--- config.mk ---
export PLATFORM = sky130hd
export DESIGN_NAME = assc_core
export DESIGN_NICKNAME = d
export VERILOG_FILES = /design/src/core/assc_pkg.sv /design/src/core/assc_core.sv
export SDC_FILE = /design/constraint.sdc
export NUM_CORES = 2
export LEC_CHECK = 0
export BUFFER_PORTS_ARGS = -buffer_cell sky130_fd_sc_hd__buf_4
export CORE_UTILIZATION = 59
export CTS_CLUSTER_DIAMETER = 200
export CTS_CLUSTER_SIZE = 20
export DETAILED_ROUTE_END_ITERATION = 16
export PLACE_DENSITY = 0.76
export SLEW_MARGIN = 20
export SYNTH_ARGS = -nofsm -noshare
export SYNTH_HDL_FRONTEND = slang
export SYNTH_SLANG_ARGS = --single-unit
--- constraint.sdc ---
create_clock -name sys_clk -period 11.9 [get_ports sys_clk]
set_input_delay 3.57 -clock sys_clk [delete_from_list [all_inputs] [get_ports sys_clk]]
set_output_delay 3.57 -clock sys_clk [all_outputs]
set_load 0.02 [all_outputs]
--- src/core/assc_pkg.sv ---
// constants, opcodes and carrier types of the analog sample sequencer core
package assc_pkg;
	typedef enum logic [3:0] {
		SLOT_C0 = 4'h1,
		SLOT_C1 = 4'h2,
		SLOT_C2 = 4'h4,
		SLOT_SH = 4'h8
	} assc_slot_t;
	typedef enum logic [1:0] {PST_IDLE = 2'h1, PST_RUN = 2'h2} assc_ppe_t;
	typedef struct packed {
		logic wr;
		logic [3:0] addr;
		logic [7:0] data;
	} assc_acb_t;
	typedef struct packed {
		logic valid;
		logic [31:0] data;
	} assc_dma_t;
	localparam logic [31:0] ADDR_WORK_A = 32'h0400_2120;
	localparam logic [31:0] ADDR_WORK_B = 32'h0400_2128;
	localparam logic [31:0] ADDR_WORK_C = 32'h0400_2130;
	localparam logic [31:0] ADDR_WORK_D = 32'h0400_2138;
	localparam logic [31:0] ADDR_WORK_E = 32'h0400_2140;
	localparam logic [31:0] ADDR_SLOT_CTRL = 32'h0400_2200;
	localparam logic [31:0] ADDR_SYNC_CTRL = 32'h0400_2204;
	localparam logic [31:0] ADDR_PPE_CTRL = 32'h0400_2208;
	localparam logic [31:0] ADDR_IRQ_STAT = 32'h0400_220C;
	localparam logic [31:0] ADDR_IRQ_MASK = 32'h0400_2210;
	localparam logic [31:0] ADDR_FLAGS = 32'h0400_2214;
	localparam logic [31:0] ADDR_DAC0 = 32'h0400_2218;
	localparam logic [31:0] ADDR_DAC1 = 32'h0400_221C;
	localparam logic [31:0] ADDR_DAC2 = 32'h0400_2220;
	localparam logic [31:0] ADDR_PC0 = 32'h0400_2224;
	localparam logic [31:0] ADDR_PC1 = 32'h0400_2228;
	localparam logic [31:0] ADDR_PC2 = 32'h0400_222C;
	localparam logic [31:0] ADDR_SEQ_MEM = 32'h0400_1000;
	localparam logic [31:0] ADDR_PPE_MEM = 32'h0400_1800;
	localparam int SEQ_DEPTH = 64;
	localparam int PPE_DEPTH = 32;
	localparam int FIFO_DEPTH = 4;
	localparam int SEQ_ENTRY_SHIFT = 4;
	localparam int PPE_ENTRY_SHIFT = 3;
	localparam int SC_EN = 0;
	localparam int SC_FAB = 1;
	localparam int SC_DBG = 4;
	localparam logic [31:0] RST_WORK = 32'h0000_0000;
	localparam logic [4:0] RST_SLOT_CTRL = 5'h00;
	localparam logic [2:0] RST_SYNC_CTRL = 3'h0;
	localparam logic [5:0] RST_IRQ = 6'h00;
	localparam logic [23:0] RST_DAC = 24'h00_0000;
	localparam logic [3:0] SQ_CFG = 4'h1;
	localparam logic [3:0] SQ_START = 4'h2;
	localparam logic [3:0] SQ_SYNC = 4'h3;
	localparam logic [3:0] SQ_LOOP = 4'h4;
	localparam logic [3:0] SQ_NEXT = 4'h5;
	localparam logic [3:0] SQ_JMP = 4'h6;
	localparam logic [3:0] SQ_END = 4'h7;
	localparam logic [3:0] PP_LDA = 4'h1;
	localparam logic [3:0] PP_LIN = 4'h2;
	localparam logic [3:0] PP_LPF = 4'h3;
	localparam logic [3:0] PP_THR = 4'h4;
	localparam logic [3:0] PP_OUT = 4'h5;
	localparam logic [3:0] PP_END = 4'h6;
endpackage : assc_pkg

--- src/core/assc_core.sv ---
// sequencer, post-processor, dac accumulators and apb slave of the core
`timescale 1ns/1ps
module assc_core (
	// clock and reset
	input wire logic sys_clk,
	input wire logic arst_n,
	// apb slave
	input wire logic PSEL,
	input wire logic PENABLE,
	input wire logic PWRITE,
	input wire logic [31:0] PADDR,
	input wire logic [31:0] PWDATA,
	output logic [31:0] PRDATA,
	output logic PREADY,
	// fabric side
	input wire logic fabricSequenceTrigger,
	input wire logic fabricDac0Data,
	input wire logic fabricDac0Clock,
	input wire logic fabricDac1Data,
	input wire logic fabricDac1Clock,
	input wire logic fabricDac2Data,
	input wire logic fabricDac2Clock,
	output logic [31:0] thresholdFlags,
	// converters
	output logic [2:0] adcStart,
	output logic [11:0] adcChannel,
	input wire logic [2:0] adcDone,
	input wire logic [35:0] adcResult,
	// analog config bus, dacs, dma, interrupt
	output assc_pkg::assc_acb_t acbOut,
	output logic [2:0] dacData,
	output logic [2:0] dacClock,
	output assc_pkg::assc_dma_t dmaOut,
	output logic seqIrq
);
	logic trigMeta, trigSync, runPrev, divClk, ppeEnable;
	logic [4:0] slotCtrl;
	logic [2:0] syncCtrl, running, waiting, sampleIrqEn, dacCarry;
	logic [5:0] irqStat, irqMask;
	logic [31:0] workA, workB, workC, flags, rdData;
	logic [15:0] workD, workE;
	logic [11:0] pickHeld;
	logic [23:0] dacIncr [3];
	logic [23:0] dacAcc [3];
	logic [15:0] seqMem [assc_pkg::SEQ_DEPTH];
	logic [15:0] ppeMem [assc_pkg::PPE_DEPTH];
	logic [5:0] pc [3];
	logic [3:0] loopCnt [3][2];
	logic [3:0] chanSel [3];
	logic [15:0] fifoMem [3][assc_pkg::FIFO_DEPTH];
	logic [2:0] fifoWr [3];
	logic [2:0] fifoRd [3];
	logic [1:0] rr, pcur;
	logic [4:0] ppc;
	logic [3:0] pchan;
	assc_pkg::assc_slot_t slot, next_slot;
	assc_pkg::assc_ppe_t pst;

	function automatic logic [1:0] nextConv(input logic [1:0] k);
		return (k == 2'h2) ? 2'h0 : k + 2'h1;
	endfunction : nextConv

	function automatic logic [5:0] seqEntry(input logic [1:0] k);
		return 6'(k) << assc_pkg::SEQ_ENTRY_SHIFT;
	endfunction : seqEntry

	function automatic logic [31:0] smul(input logic [15:0] a,
		input logic [15:0] b);
		return $signed({{16{a[15]}}, a}) * $signed({{16{b[15]}}, b});
	endfunction : smul

	// trigger is asynchronous to the engine clock
	always_ff @(posedge sys_clk or negedge arst_n) begin
		if (!arst_n) begin
			trigMeta <= 1'b0;
			trigSync <= 1'b0;
		end else begin
			trigMeta <= fabricSequenceTrigger;
			trigSync <= trigMeta;
		end
	end

	// slot counter
	wire slotRun = slotCtrl[assc_pkg::SC_EN] | trigSync;
	wire shared = (slot == assc_pkg::SLOT_SH);
	always_comb begin
		next_slot = assc_pkg::SLOT_SH; // idle: bus only
		if (slotRun) begin
			case (slot)
			assc_pkg::SLOT_C0: next_slot = assc_pkg::SLOT_C1;
			assc_pkg::SLOT_C1: next_slot = assc_pkg::SLOT_C2;
			assc_pkg::SLOT_C2: next_slot = assc_pkg::SLOT_SH;
			default: next_slot = assc_pkg::SLOT_C0;
			endcase
		end
	end

	// apb decode; transfers complete only inside the shared slot
	wire apbXfer = PSEL & PENABLE & PREADY;
	wire apbWr = apbXfer & PWRITE;
	wire hitSeq = PADDR[31:8] == assc_pkg::ADDR_SEQ_MEM[31:8];
	wire hitPpe = PADDR[31:7] == assc_pkg::ADDR_PPE_MEM[31:7];
	wire wrSlot = apbWr && PADDR == assc_pkg::ADDR_SLOT_CTRL;
	wire wrSync = apbWr && PADDR == assc_pkg::ADDR_SYNC_CTRL;
	wire wrPpeCtl = apbWr && PADDR == assc_pkg::ADDR_PPE_CTRL;
	wire wrIrqClr = apbWr && PADDR == assc_pkg::ADDR_IRQ_STAT;
	wire wrIrqMask = apbWr && PADDR == assc_pkg::ADDR_IRQ_MASK;
	wire [2:0] wrDac = {apbWr && PADDR == assc_pkg::ADDR_DAC2,
		apbWr && PADDR == assc_pkg::ADDR_DAC1,
		apbWr && PADDR == assc_pkg::ADDR_DAC0};

	always_ff @(posedge sys_clk or negedge arst_n) begin
		if (!arst_n) begin
			slot <= assc_pkg::SLOT_SH;
			PREADY <= 1'b1;
			PRDATA <= assc_pkg::RST_WORK;
		end else begin
			slot <= next_slot;
			PREADY <= next_slot == assc_pkg::SLOT_SH;
			PRDATA <= rdData;
		end
	end

	always_comb begin
		case (PADDR)
		assc_pkg::ADDR_WORK_A: rdData = workA;
		assc_pkg::ADDR_WORK_B: rdData = workB;
		assc_pkg::ADDR_WORK_C: rdData = workC;
		assc_pkg::ADDR_WORK_D: rdData = {16'h0000, workD};
		assc_pkg::ADDR_WORK_E: rdData = {16'h0000, workE};
		assc_pkg::ADDR_SLOT_CTRL: rdData = {27'h0, slotCtrl};
		assc_pkg::ADDR_SYNC_CTRL: rdData = {29'h0, syncCtrl};
		assc_pkg::ADDR_PPE_CTRL:
			rdData = {30'h0, pst == assc_pkg::PST_IDLE, ppeEnable};
		assc_pkg::ADDR_IRQ_STAT: rdData = {26'h0, irqStat};
		assc_pkg::ADDR_IRQ_MASK: rdData = {26'h0, irqMask};
		assc_pkg::ADDR_FLAGS: rdData = flags;
		assc_pkg::ADDR_DAC0: rdData = {8'h00, dacIncr[0]};
		assc_pkg::ADDR_DAC1: rdData = {8'h00, dacIncr[1]};
		assc_pkg::ADDR_DAC2: rdData = {8'h00, dacIncr[2]};
		assc_pkg::ADDR_PC0: rdData = {26'h0, pc[0]};
		assc_pkg::ADDR_PC1: rdData = {26'h0, pc[1]};
		assc_pkg::ADDR_PC2: rdData = {26'h0, pc[2]};
		default: rdData = 32'h0000_0000;
		endcase
	end

	// control registers written by the bus master
	always_ff @(posedge sys_clk or negedge arst_n) begin
		if (!arst_n) begin
			slotCtrl <= assc_pkg::RST_SLOT_CTRL;
			syncCtrl <= assc_pkg::RST_SYNC_CTRL;
			ppeEnable <= 1'b0;
			irqMask <= assc_pkg::RST_IRQ;
			for (int k = 0; k < 3; k++) dacIncr[k] <= assc_pkg::RST_DAC;
		end else begin
			if (wrSlot) slotCtrl <= PWDATA[4:0];
			if (wrSync) syncCtrl <= PWDATA[2:0];
			if (wrPpeCtl) ppeEnable <= PWDATA[0];
			if (wrIrqMask) irqMask <= PWDATA[5:0];
			for (int k = 0; k < 3; k++) begin
				if (wrDac[k]) dacIncr[k] <= PWDATA[23:0];
			end
		end
	end

	// program memories: bus writes them, engines read them
	always_ff @(posedge sys_clk) begin
		if (apbWr && hitSeq) seqMem[PADDR[7:2]] <= PWDATA[15:0];
		if (apbWr && hitPpe) ppeMem[PADDR[6:2]] <= PWDATA[15:0];
	end

	// sequencer: one instruction per converter slot
	wire [1:0] cur = (slot == assc_pkg::SLOT_C1) ? 2'h1 :
		(slot == assc_pkg::SLOT_C2) ? 2'h2 : 2'h0;
	wire [15:0] insn = seqMem[pc[cur]];
	wire [3:0] op = insn[15:12];
	wire exec = slotRun & ~shared & running[cur] & ~waiting[cur];
	wire launch = slotRun & ~runPrev;
	wire lvl = insn[8];
	wire [2:0] endEvt = 3'(exec && op == assc_pkg::SQ_END) << cur;
	wire [2:0] waitLeft = waiting & ~adcDone;

	always_ff @(posedge sys_clk or negedge arst_n) begin
		if (!arst_n) begin
			for (int k = 0; k < 3; k++) begin
				pc[k] <= 6'h00;
				loopCnt[k][0] <= 4'h0;
				loopCnt[k][1] <= 4'h0;
				chanSel[k] <= 4'h0;
			end
			running <= 3'h0;
			waiting <= 3'h0;
			sampleIrqEn <= 3'h0;
			adcStart <= 3'h0;
			acbOut <= '0;
			runPrev <= 1'b0;
		end else begin
			runPrev <= slotRun;
			adcStart <= 3'h0;
			acbOut.wr <= 1'b0;
			waiting <= waitLeft;
			if (launch) begin
				running <= 3'h7;
				for (int k = 0; k < 3; k++) pc[k] <= seqEntry(2'(k));
			end else if (exec) begin
				pc[cur] <= pc[cur] + 6'h01;
				case (op)
				assc_pkg::SQ_CFG:
					acbOut <= '{1'b1, insn[11:8], insn[7:0]};
				assc_pkg::SQ_START: begin
					adcStart[cur] <= 1'b1;
					chanSel[cur] <= insn[11:8];
					sampleIrqEn[cur] <= insn[7];
					waiting[cur] <= 1'b1;
				end
				assc_pkg::SQ_SYNC: begin
					adcStart <= syncCtrl;
					waiting <= waitLeft | syncCtrl;
					for (int k = 0; k < 3; k++) begin
						if (syncCtrl[k]) chanSel[k] <= insn[11:8];
						if (syncCtrl[k]) sampleIrqEn[k] <= insn[7];
					end
				end
				assc_pkg::SQ_LOOP: loopCnt[cur][lvl] <= insn[3:0];
				assc_pkg::SQ_NEXT: begin
					if (loopCnt[cur][lvl] != 4'h0) begin
						loopCnt[cur][lvl] <= loopCnt[cur][lvl] - 4'h1;
						pc[cur] <= insn[5:0];
					end
				end
				assc_pkg::SQ_JMP: pc[cur] <= insn[5:0];
				assc_pkg::SQ_END: begin
					if (insn[0]) pc[cur] <= seqEntry(cur);
					else running[cur] <= 1'b0;
				end
				default: ;
				endcase
			end
		end
	end

	always_comb begin
		for (int k = 0; k < 3; k++) adcChannel[k*4 +: 4] = chanSel[k];
	end

	// interrupts: set wins over a write-one clear
	wire [5:0] irqClr = wrIrqClr ? PWDATA[5:0] : 6'h00;
	always_ff @(posedge sys_clk or negedge arst_n) begin
		if (!arst_n) begin
			irqStat <= assc_pkg::RST_IRQ;
			seqIrq <= 1'b0;
		end else begin
			irqStat <= (irqStat & ~irqClr) | {endEvt, adcDone & sampleIrqEn};
			seqIrq <= |(irqStat & irqMask);
		end
	end

	// raw result fifos, one per converter
	wire [2:0] fifoEmpty, fifoFull;
	for (genvar j = 0; j < 3; j++) begin : g_fifo
		assign fifoEmpty[j] = fifoWr[j] == fifoRd[j];
		assign fifoFull[j] = (fifoWr[j] ^ fifoRd[j]) == 3'h4;
	end
	wire [1:0] rr1 = nextConv(rr);
	wire [1:0] pick = ~fifoEmpty[rr] ? rr :
		~fifoEmpty[rr1] ? rr1 : nextConv(rr1);
	wire ppeTake = ppeEnable & (pst == assc_pkg::PST_IDLE) & ~&fifoEmpty;
	wire [15:0] pickData = fifoMem[pick][fifoRd[pick][1:0]];

	always_ff @(posedge sys_clk or negedge arst_n) begin
		if (!arst_n) begin
			for (int k = 0; k < 3; k++) begin
				fifoWr[k] <= 3'h0;
				fifoRd[k] <= 3'h0;
			end
		end else begin
			for (int k = 0; k < 3; k++) begin
				if (adcDone[k] && !fifoFull[k]) fifoWr[k] <= fifoWr[k] + 3'h1;
				if (ppeTake && pick == 2'(k)) fifoRd[k] <= fifoRd[k] + 3'h1;
			end
		end
	end

	always_ff @(posedge sys_clk) begin
		for (int k = 0; k < 3; k++) begin
			if (adcDone[k] && !fifoFull[k])
				fifoMem[k][fifoWr[k][1:0]] <= {chanSel[k], adcResult[k*12 +: 12]};
		end
	end

	// post-processor; output needs a free shared slot
	wire [15:0] pinsn = ppeMem[ppc];
	wire [3:0] pop = pinsn[15:12];
	wire rawOut = |adcDone;
	wire outGo = slotRun & shared & ~PSEL & ~rawOut;
	wire pRun = pst == assc_pkg::PST_RUN;
	wire pStep = pRun & (pop != assc_pkg::PP_OUT | outGo);
	wire apbAlu = apbWr && PADDR[31:8] == assc_pkg::ADDR_WORK_A[31:8];
	wire [31:0] diff = workA - workB;

	always_ff @(posedge sys_clk or negedge arst_n) begin
		if (!arst_n) begin
			pst <= assc_pkg::PST_IDLE;
			rr <= 2'h0;
			pcur <= 2'h0;
			pchan <= 4'h0;
			ppc <= 5'h00;
			flags <= assc_pkg::RST_WORK;
		end else if (ppeTake) begin
			pst <= assc_pkg::PST_RUN;
			pcur <= pick;
			pchan <= pickData[15:12];
			ppc <= 5'(pick) << assc_pkg::PPE_ENTRY_SHIFT;
		end else if (pStep) begin
			ppc <= ppc + 5'h01;
			if (pop == assc_pkg::PP_THR)
				flags[pinsn[4:0]] <= workA[23:8] > workE;
			if (pop == assc_pkg::PP_END) begin
				pst <= assc_pkg::PST_IDLE;
				rr <= nextConv(pcur);
			end
		end
	end

	// work registers; the bus write wins a same-cycle clash
	always_ff @(posedge sys_clk or negedge arst_n) begin
		if (!arst_n) begin
			workA <= assc_pkg::RST_WORK;
			workB <= assc_pkg::RST_WORK;
			workC <= assc_pkg::RST_WORK;
			workD <= assc_pkg::RST_WORK[15:0];
			workE <= assc_pkg::RST_WORK[15:0];
		end else if (apbAlu) begin
			case (PADDR[7:0])
			assc_pkg::ADDR_WORK_A[7:0]: workA <= PWDATA;
			assc_pkg::ADDR_WORK_B[7:0]: workB <= PWDATA;
			assc_pkg::ADDR_WORK_C[7:0]: workC <= PWDATA;
			assc_pkg::ADDR_WORK_D[7:0]: workD <= PWDATA[15:0];
			assc_pkg::ADDR_WORK_E[7:0]: workE <= PWDATA[15:0];
			default: ;
			endcase
		end else if (pStep) begin
			case (pop)
			assc_pkg::PP_LDA: workA <= {12'h000, pickHeld, 8'h00};
			assc_pkg::PP_LIN: workA <= smul(workD, workA[23:8]) + workC;
			assc_pkg::PP_LPF: workB <= workB + smul(workE, diff[23:8]);
			default: ;
			endcase
		end
	end

	// sample taken from the fifo is held for the load instruction
	always_ff @(posedge sys_clk or negedge arst_n) begin
		if (!arst_n) pickHeld <= 12'h000;
		else if (ppeTake) pickHeld <= pickData[11:0];
	end

	// dma word: raw results outrank processed ones
	wire [1:0] dIdx = adcDone[0] ? 2'h0 : adcDone[1] ? 2'h1 : 2'h2;
	always_ff @(posedge sys_clk or negedge arst_n) begin
		if (!arst_n) dmaOut <= '0;
		else if (rawOut) dmaOut <= '{1'b1, {2'h0, dIdx, chanSel[dIdx], 4'h0,
			adcResult[dIdx*12 +: 12], 8'h00}};
		else if (pRun && pop == assc_pkg::PP_OUT && outGo)
			dmaOut <= '{1'b1, {2'h0, pcur, pchan, workB[31:8]}};
		else dmaOut.valid <= 1'b0;
	end

	// threshold flags, ten replaceable by engine state
	wire [9:0] dbg = {slot, waiting, running};
	always_ff @(posedge sys_clk or negedge arst_n) begin
		if (!arst_n) thresholdFlags <= assc_pkg::RST_WORK;
		else if (slotCtrl[assc_pkg::SC_DBG])
			thresholdFlags <= {flags[31:10], dbg};
		else thresholdFlags <= flags;
	end

	// dac phase accumulators; carry is the bit stream
	wire [2:0] fabSel = slotCtrl[assc_pkg::SC_FAB +: 3];
	wire [2:0] fabD = {fabricDac2Data, fabricDac1Data, fabricDac0Data};
	wire [2:0] fabC = {fabricDac2Clock, fabricDac1Clock, fabricDac0Clock};
	always_ff @(posedge sys_clk or negedge arst_n) begin
		if (!arst_n) begin
			for (int k = 0; k < 3; k++) dacAcc[k] <= assc_pkg::RST_DAC;
			dacCarry <= 3'h0;
			divClk <= 1'b0;
			dacData <= 3'h0;
			dacClock <= 3'h0;
		end else begin
			divClk <= ~divClk;
			for (int k = 0; k < 3; k++)
				{dacCarry[k], dacAcc[k]} <= {1'b0, dacAcc[k]} + {1'b0, dacIncr[k]};
			dacData <= (fabSel & fabD) | (~fabSel & dacCarry);
			dacClock <= (fabSel & fabC) | (~fabSel & {3{divClk}});
		end
	end
endmodule : assc_core

## Yosys cells after proc, flatten, opt, wreduce, memory -nomap -nowiden

Memory sizes are Yosys's and may differ from the RTL's.
Cells that the tools add are included.
Widths: inputs -> output; s select.

| operators by class | value |
|---|---|
| order comparisons | 20 |
| eq/ne operators | 64 |
| add/subtract/negate cells | 18 |
| bitwise operators | 52 |
| shifts and indexed selects | 2 |
| mux-type cells | 120 |
| multipliers | 3 |
| reductions and logical operators | 60 |

Operator list:

| cell | count |
|---|---|
| $eq 32x27->1 const B | 17 |
| $pmux 32 s17 | 1 |
| $mux 32 | 8 |
| $mux 64 | 3 |
| $demux 16 s2 | 3 |
| $mux 16 | 5 |
| $add 24x24->25 | 3 |
| $mux 18 | 4 |
| $add 32x32->32 | 2 |
| $mul 16x16->32 | 2 |
| $pmux 32 s2 | 1 |
| $bwmux 18 | 3 |
| $pmux 18 s3 | 1 |
| $bwmux 24 | 2 |
| $eq 24x19->1 const B | 2 |
| $pmux 24 s2 | 1 |
| $mux 4 | 11 |
| $mux 13 | 3 |
| $shiftx 36x7->12 | 1 |
| $mux 33 | 1 |
| $bmux 16 s2 | 1 |
| $bwmux 32 | 1 |
| $eq 4x3->1 const B | 8 |
| $eq 8x6->1 const B | 4 |
| 76 further kinds | 251 |

| word-level totals | value |
|---|---|
| bits in writable memories | 1728 |
| input port bits | 115 |
| register bits | 565 |
| output and inout bits | 133 |
| word-level logic and storage cells | 406 |
| memories | 3 |

Memories:

| name | words | bits a word | rd ports | clocked after memory_dff | write ports | RTL line | text |
|---|---|---|---|---|---|---|---|
| seqMem | 64 | 16 | 1 | 0 | 1 | assc_core.sv:45 | `logic [15:0] seqMem [assc_pkg::SEQ_DEPTH];` |
| ppeMem | 32 | 16 | 1 | 0 | 1 | assc_core.sv:46 | `logic [15:0] ppeMem [assc_pkg::PPE_DEPTH];` |
| fifoMem | 3 | 64 | 1 | 0 | 3 | assc_core.sv:50 | `logic [15:0] fifoMem [3][assc_pkg::FIFO_DEPTH];` |

## Logic depth before layout (Yosys ltp)

An unclocked memory read counts as a cell.

| logic depth | value |
|---|---|
| depth after elaboration | 18 |
| gate-level depth with buffers | 39 |
| gate-level depth less buffers | 38 |

## Least setup slack after synthesis

OpenSTA, ideal clock, no wires.

| timing path | value |
|---|---|
| kind | flip-flop to flip-flop |
| from | register workB[6] |
| to | register workB[31] |
| cell stages (with the launch flop) | 36 |
| setup slack | 3257 ps |
| buffers on the path | 1 |
| library setup time | 82 ps |
| arrival | 8561 ps |
| clock period less this slack | 8643 ps |
| cells stage by stage | dfrtp_1 -> inv_1 -> ha_1 -> o21a_1 -> o21a_1 -> nand2_1 -> a21oi_1 -> o21bai_1 -> o41ai_1 -> o21ai_0 -> o21a_1 -> a21o_1 -> a21oi_1 -> xnor2_1 -> clkbuf_1 -> nand2_1 -> fa_1 -> fa_1 -> inv_1 -> fa_1 -> fa_1 -> fa_1 -> inv_1 -> fa_1 -> inv_1 -> ha_1 -> nand3_1 -> o31ai_1 -> o41ai_1 -> o311ai_0 -> a21oi_1 -> a211oi_1 -> a31oi_1 -> xnor2_1 -> nand2_1 -> a31oi_1 |

| between the ends | value |
|---|---|
| longest elaborated chain between the ends | 6 |

Ends and longest elaborated chain:

| item | RTL line | text |
|---|---|---|
| from (decl) | assc_core.sv:40 | `logic [31:0] workA, workB, workC, flags, rdData;` |
| from (signal assigned) | assc_core.sv:330 | `workB <= assc_pkg::RST_WORK;` |
| from (signal assigned) | assc_core.sv:347 | `assc_pkg::PP_LPF: workB <= workB + smul(workE, diff[23:8]);` |
| $sub 24x24->24 | assc_core.sv:300 | `wire [31:0] diff = workA - workB;` |
| $mul 16x16->32 | assc_core.sv:69 | `return $signed({{16{a[15]}}, a}) * $signed({{16{b[15]}}, b});` |
| $add 32x32->32 (*) | assc_core.sv:347 |  |
| $mux 32 (*) | assc_core.sv:344 | `case (pop)` |
| $mux 32 (*) | assc_core.sv:343 | `end else if (pStep) begin` |
| $mux 32 (*) | assc_core.sv:334 | `end else if (apbAlu) begin` |

Mark *: on every way between the ends. The rest lies on a longest branch, timed or not. The select of a mux whose other input is x is not followed.
A chain may end at the register's enable or synchronous reset.

## Final worst setup path

| timing path | value |
|---|---|
| from | register workA[1] |
| to | register workB[31] |

| between the ends | value |
|---|---|
| longest elaborated chain between the ends | 6 |

Ends and longest elaborated chain:

| item | RTL line | text |
|---|---|---|
| from (decl) | assc_core.sv:40 |  |
| from (signal assigned) | assc_core.sv:329 | `workA <= assc_pkg::RST_WORK;` |
| from (signal assigned) | assc_core.sv:345 | `assc_pkg::PP_LDA: workA <= {12'h000, pickHeld, 8'h00};` |
| from (signal assigned) | assc_core.sv:346 | `assc_pkg::PP_LIN: workA <= smul(workD, workA[23:8]) + workC;` |
| $sub 24x24->24 | assc_core.sv:300 |  |
| $mul 16x16->32 | assc_core.sv:69 |  |
| $add 32x32->32 | assc_core.sv:347 |  |
| $mux 32 | assc_core.sv:344 |  |
| $mux 32 | assc_core.sv:343 |  |
| $mux 32 | assc_core.sv:334 |  |

No other way between the ends. The select of a mux whose other input is x is not followed.

==> results.md <==
* Status: completed
* Unrepaired setup endpoints after global routing: no
* Post-route ant nets at 0
* CTS H-Tree Depth at 3
* Setup Viol. Count Final at 0
* Worst VDD drop at 0.188 mV
* Cts bufs inserted at 113
* Setup TNS at 0 ns
* Ranking of synthesized cells by area: edfxtp_1 41%, dfrtp_1 13%, fa_1 11%
* Drt wl/cell at 27.1 um
* Hold Fails Final Rpt at 0
* Top cell type by total area after synthesis: edfxtp_1
* Starting Density at 59.5%
* IO Count at 248
* Proportion of synthesized area in mux cells at 5.99%
* Setup crit start kind: flip-flop
* # Post-CTS Setup Buffers at 0
* Hold path depth at 0
* Root Driver: clkbuf_16
* Sequential cell area fraction in the yosys report at 54.4%
* Via count at 73,200
* Flops & latches, synth at 2,067
* Final count of pins violating max slew at 0
* Worst Reg-to-Reg Cells at 32
* XOR/XNOR Fraction of Synth Area at 1.43%
* Tmin final at 10.76 ns
* Largest family of logic cells by synthesized area: adder cells
* Crit. End Element: flip-flop
* Clock sinks at 2,067
* DR pass1 iterations at 13
* Register-to-register setup slack at 1.14 ns
* CP max stage cell: o41ai_1
* Max Clk Rate at 0.0929 GHz
* Die W at 432 um
* Global-route wire length before repair at 466 mm
* Least-Margin Pin Slew at 1.19 ns
* CP Data Required Time at 12.64 ns
* Syn_area_per_cell at 12.2 um^2
* Largest net degree at the start of global routing at 136
* Ratio of final minimum period to clock period at 90.5%
* CP most frequent cell: fa_1
* Area Overhead vs Synth at 7.33%
* Final nets at 10,100
* Die Ht at 432 um
* Ys async rst share at 27.2%
* Reg power frac at 42.7%
* Clk buf depth at 3
* Leak at 0.0477 uW
* Tot GR Track Use at 33.9%
* Hold-fix buffers, CTS at 0
* Crit Reg-Reg Startpoint: workA[1]$_DFFE_PN0P_
* Avg Vias per Cell at 6.32
* Antenna violations before repair at 11
* Post-synthesis compound-gate area fraction at 7.46%
* Power Density at 170 mW/mm^2
* Type of the worst min-delay path: flip-flop to flip-flop
* Core Util, Final at 63.8%
* Layout cells sized above 1 at 11.1%
* Synth warn at 0
* Post-Synth Simple-Gate Area at 11.8%
* Predominant post-synthesis flop cell: edfxtp_1
* Net switching power at 7490 uW
* Post-DP HPWL at 214 mm
* Count leader, synth: nand2_1
* Int Power at 12,400 uW
* Number of global-route vias before repair at 73,000
* Slew margin rel. at 20.9%
* FP Rows at 157
* Clk network pwr share at 20.9%
* Worst hold slack at 0.377 ns
* Synth Area in Adders at 14.5%
* Mapped Cells at 8,939
* CP Data Arrival Time at 11.51 ns
* Sequential Area at 0.0593 mm^2
* WS Path Type: flip-flop to flip-flop
* CTS tree: done
* Total grt overflow at 0
* Min-delay src: trigMeta$_DFF_PN0_
* Yosys cell types at 111
* Filler instances at 13,600
* Area of the multi-input gates at 0.0451 mm^2
* Number of DRC markers in iteration 0 at 9,720
* Top cell type's share of synthesized area at 41.4%
* # port buffers at 245
* Core Region at 0.183 mm^2
* WHS Endpoint: trigSync$_DFF_PN0_
* FF-to-FF End: workB[31]$_DFFE_PN0P_
* Sw Share at 37.6%
* Combinational power share at 36.4%
* Post-Syn Area at 0.109 mm^2
* Worst path max stage delay at 0.77 ns
* Critical path peak fanout at 13
* Post-synth top cells: 1,531 x nand2_1, 1,504 x edfxtp_1, 761 x inv_1
* EDFF count, synth at 1,504
* Worst-path clk slew at 0.10 ns
* Routed WL at 314 mm
* Die area at 0.186 mm^2
* Cts repair resizes at 0
* Clk Latency, worst-skew pair at 0.82 ns
* Clk_skew at 0.0710 ns
* Max-Cap Viols at 0
* GP Congestion at 0.988
* DRC at 0
[state kept, by name (all words and copies together) (netlist names), 72 cells and up]
name / cells
dacAcc: 72
dacIncr: 72
fifoMem: 192
ppeMem: 288
seqMem: 1024
[power groups by stage]
stage	Clock [uW]	Sequential, uW	Combinational, uW
2_1_floorplan	0	8470	4650
3_3_place_gp	0	8620	6970
3_5_place_dp	0	8640	7090
4_1_cts	4180	8480	7150
5_1_grt	4430	8510	7810
6_report	4160	8490	7250
[cell families (layout without fill, tap and decap cells)]
group | Yosys count | count (layout)
fa+ha+maj | 912 | 912
compound gates | 1209 | 1209
buf+inv | 1226 | 1403
simple gates | 2868 | 2868
mux | 478 | 478
flops | 2067 | 2067
xor+xnor | 178 | 178
other cells | 1 | 8
[worst max-delay path, delay by kind of cell (launching register included)]
family | cells | cell delay (ns)
flip-flops | 1 | 0.41
buffers and inverters | 3 | 0.16
adder cells (fa/ha/maj) | 8 | 3.50
AO/OA/AOI/OAI | 15 | 5.67
AND/OR/NAND/NOR | 5 | 0.77
XOR/XNOR | 1 | 0.18
[per-stage QoR]
stage | instances | worst slack [ns] | area (um^2) | total power, uW
2_1_floorplan | 8940 | 3.26 | 109000 | 13100
3_3_place_gp | 11400 | 1.44 | 114000 | 15600
3_5_place_dp | 11400 | 1.32 | 114000 | 15700
4_1_cts | 11600 | 1.28 | 117000 | 19800
5_1_grt | 11600 | 0.422 | 117000 | 20800
6_report | 11600 | 1.14 | 117000 | 19900
[cell usage in the layout (no fill, tap or decap), types with 46 or more instances in the layout]
cell and instances:
nand2_1 1526, edfxtp_1 1504, inv_1 761, fa_1 588, dfrtp_1 558, buf_4 429, nor2_1 337, a21oi_1 335
nand3_1 326, ha_1 324, mux2_2 239, and2_1 204, o21ai_0 197, xnor2_1 127, nor3_1 125, mux2i_1 116
mux4_2 115, clkbuf_16 114, a211oi_1 99, nor2b_1 86, clkbuf_1 86, a31oi_1 80, a22oi_1 69, a222oi_1 60
a21o_1 54, nand2b_1 54, xor2_1 46
[worst max-delay path by stage]
stage	to	slack (ns)	from	cells past startpoint
final	workB[31]$_DFFE_PN0P_	1.14	workA[1]$_DFFE_PN0P_	32
after CTS	workB[31]$_DFFE_PN0P_	1.28	workA[1]$_DFFE_PN0P_	32
after floorplan	workB[31]$_DFFE_PN0P_	3.26	workB[6]$_DFFE_PN0P_	35
after global routing	workB[31]$_DFFE_PN0P_	0.42	workB[1]$_DFFE_PN0P_	33
after global placement	workB[31]$_DFFE_PN0P_	1.44	workB[1]$_DFFE_PN0P_	33
after detailed placement	workB[31]$_DFFE_PN0P_	1.32	workB[1]$_DFFE_PN0P_	33
[final cells by class]
type | count | area share [%]
Tap cell | 2464 | 2.64
Sequential cell | 2067 | 50.7
Clock buffer | 200 | 2.71
Inverter | 763 | 2.46
Clock inverter | 7 | 0.108
Timing Repair Buffer | 433 | 2.81
Antenna cell | 6 | 0.0128
Multi-Input combinational cell | 5647 | 38.6
[metal layers]
layer  track usage (%)  vias to the layer above  wire [um]  share of wire [%]
met5                 0                        -         10             0.0032
met4              20.5                        2      21800                6.9
met3              4.49                      779      27300                8.7
met2              53.4                     3934     147000                 47
met1              45.1                    37200     118000                 38
li1                  -                    31300          -                  -
Note: power is estimated with default switching activity, not from simulation.
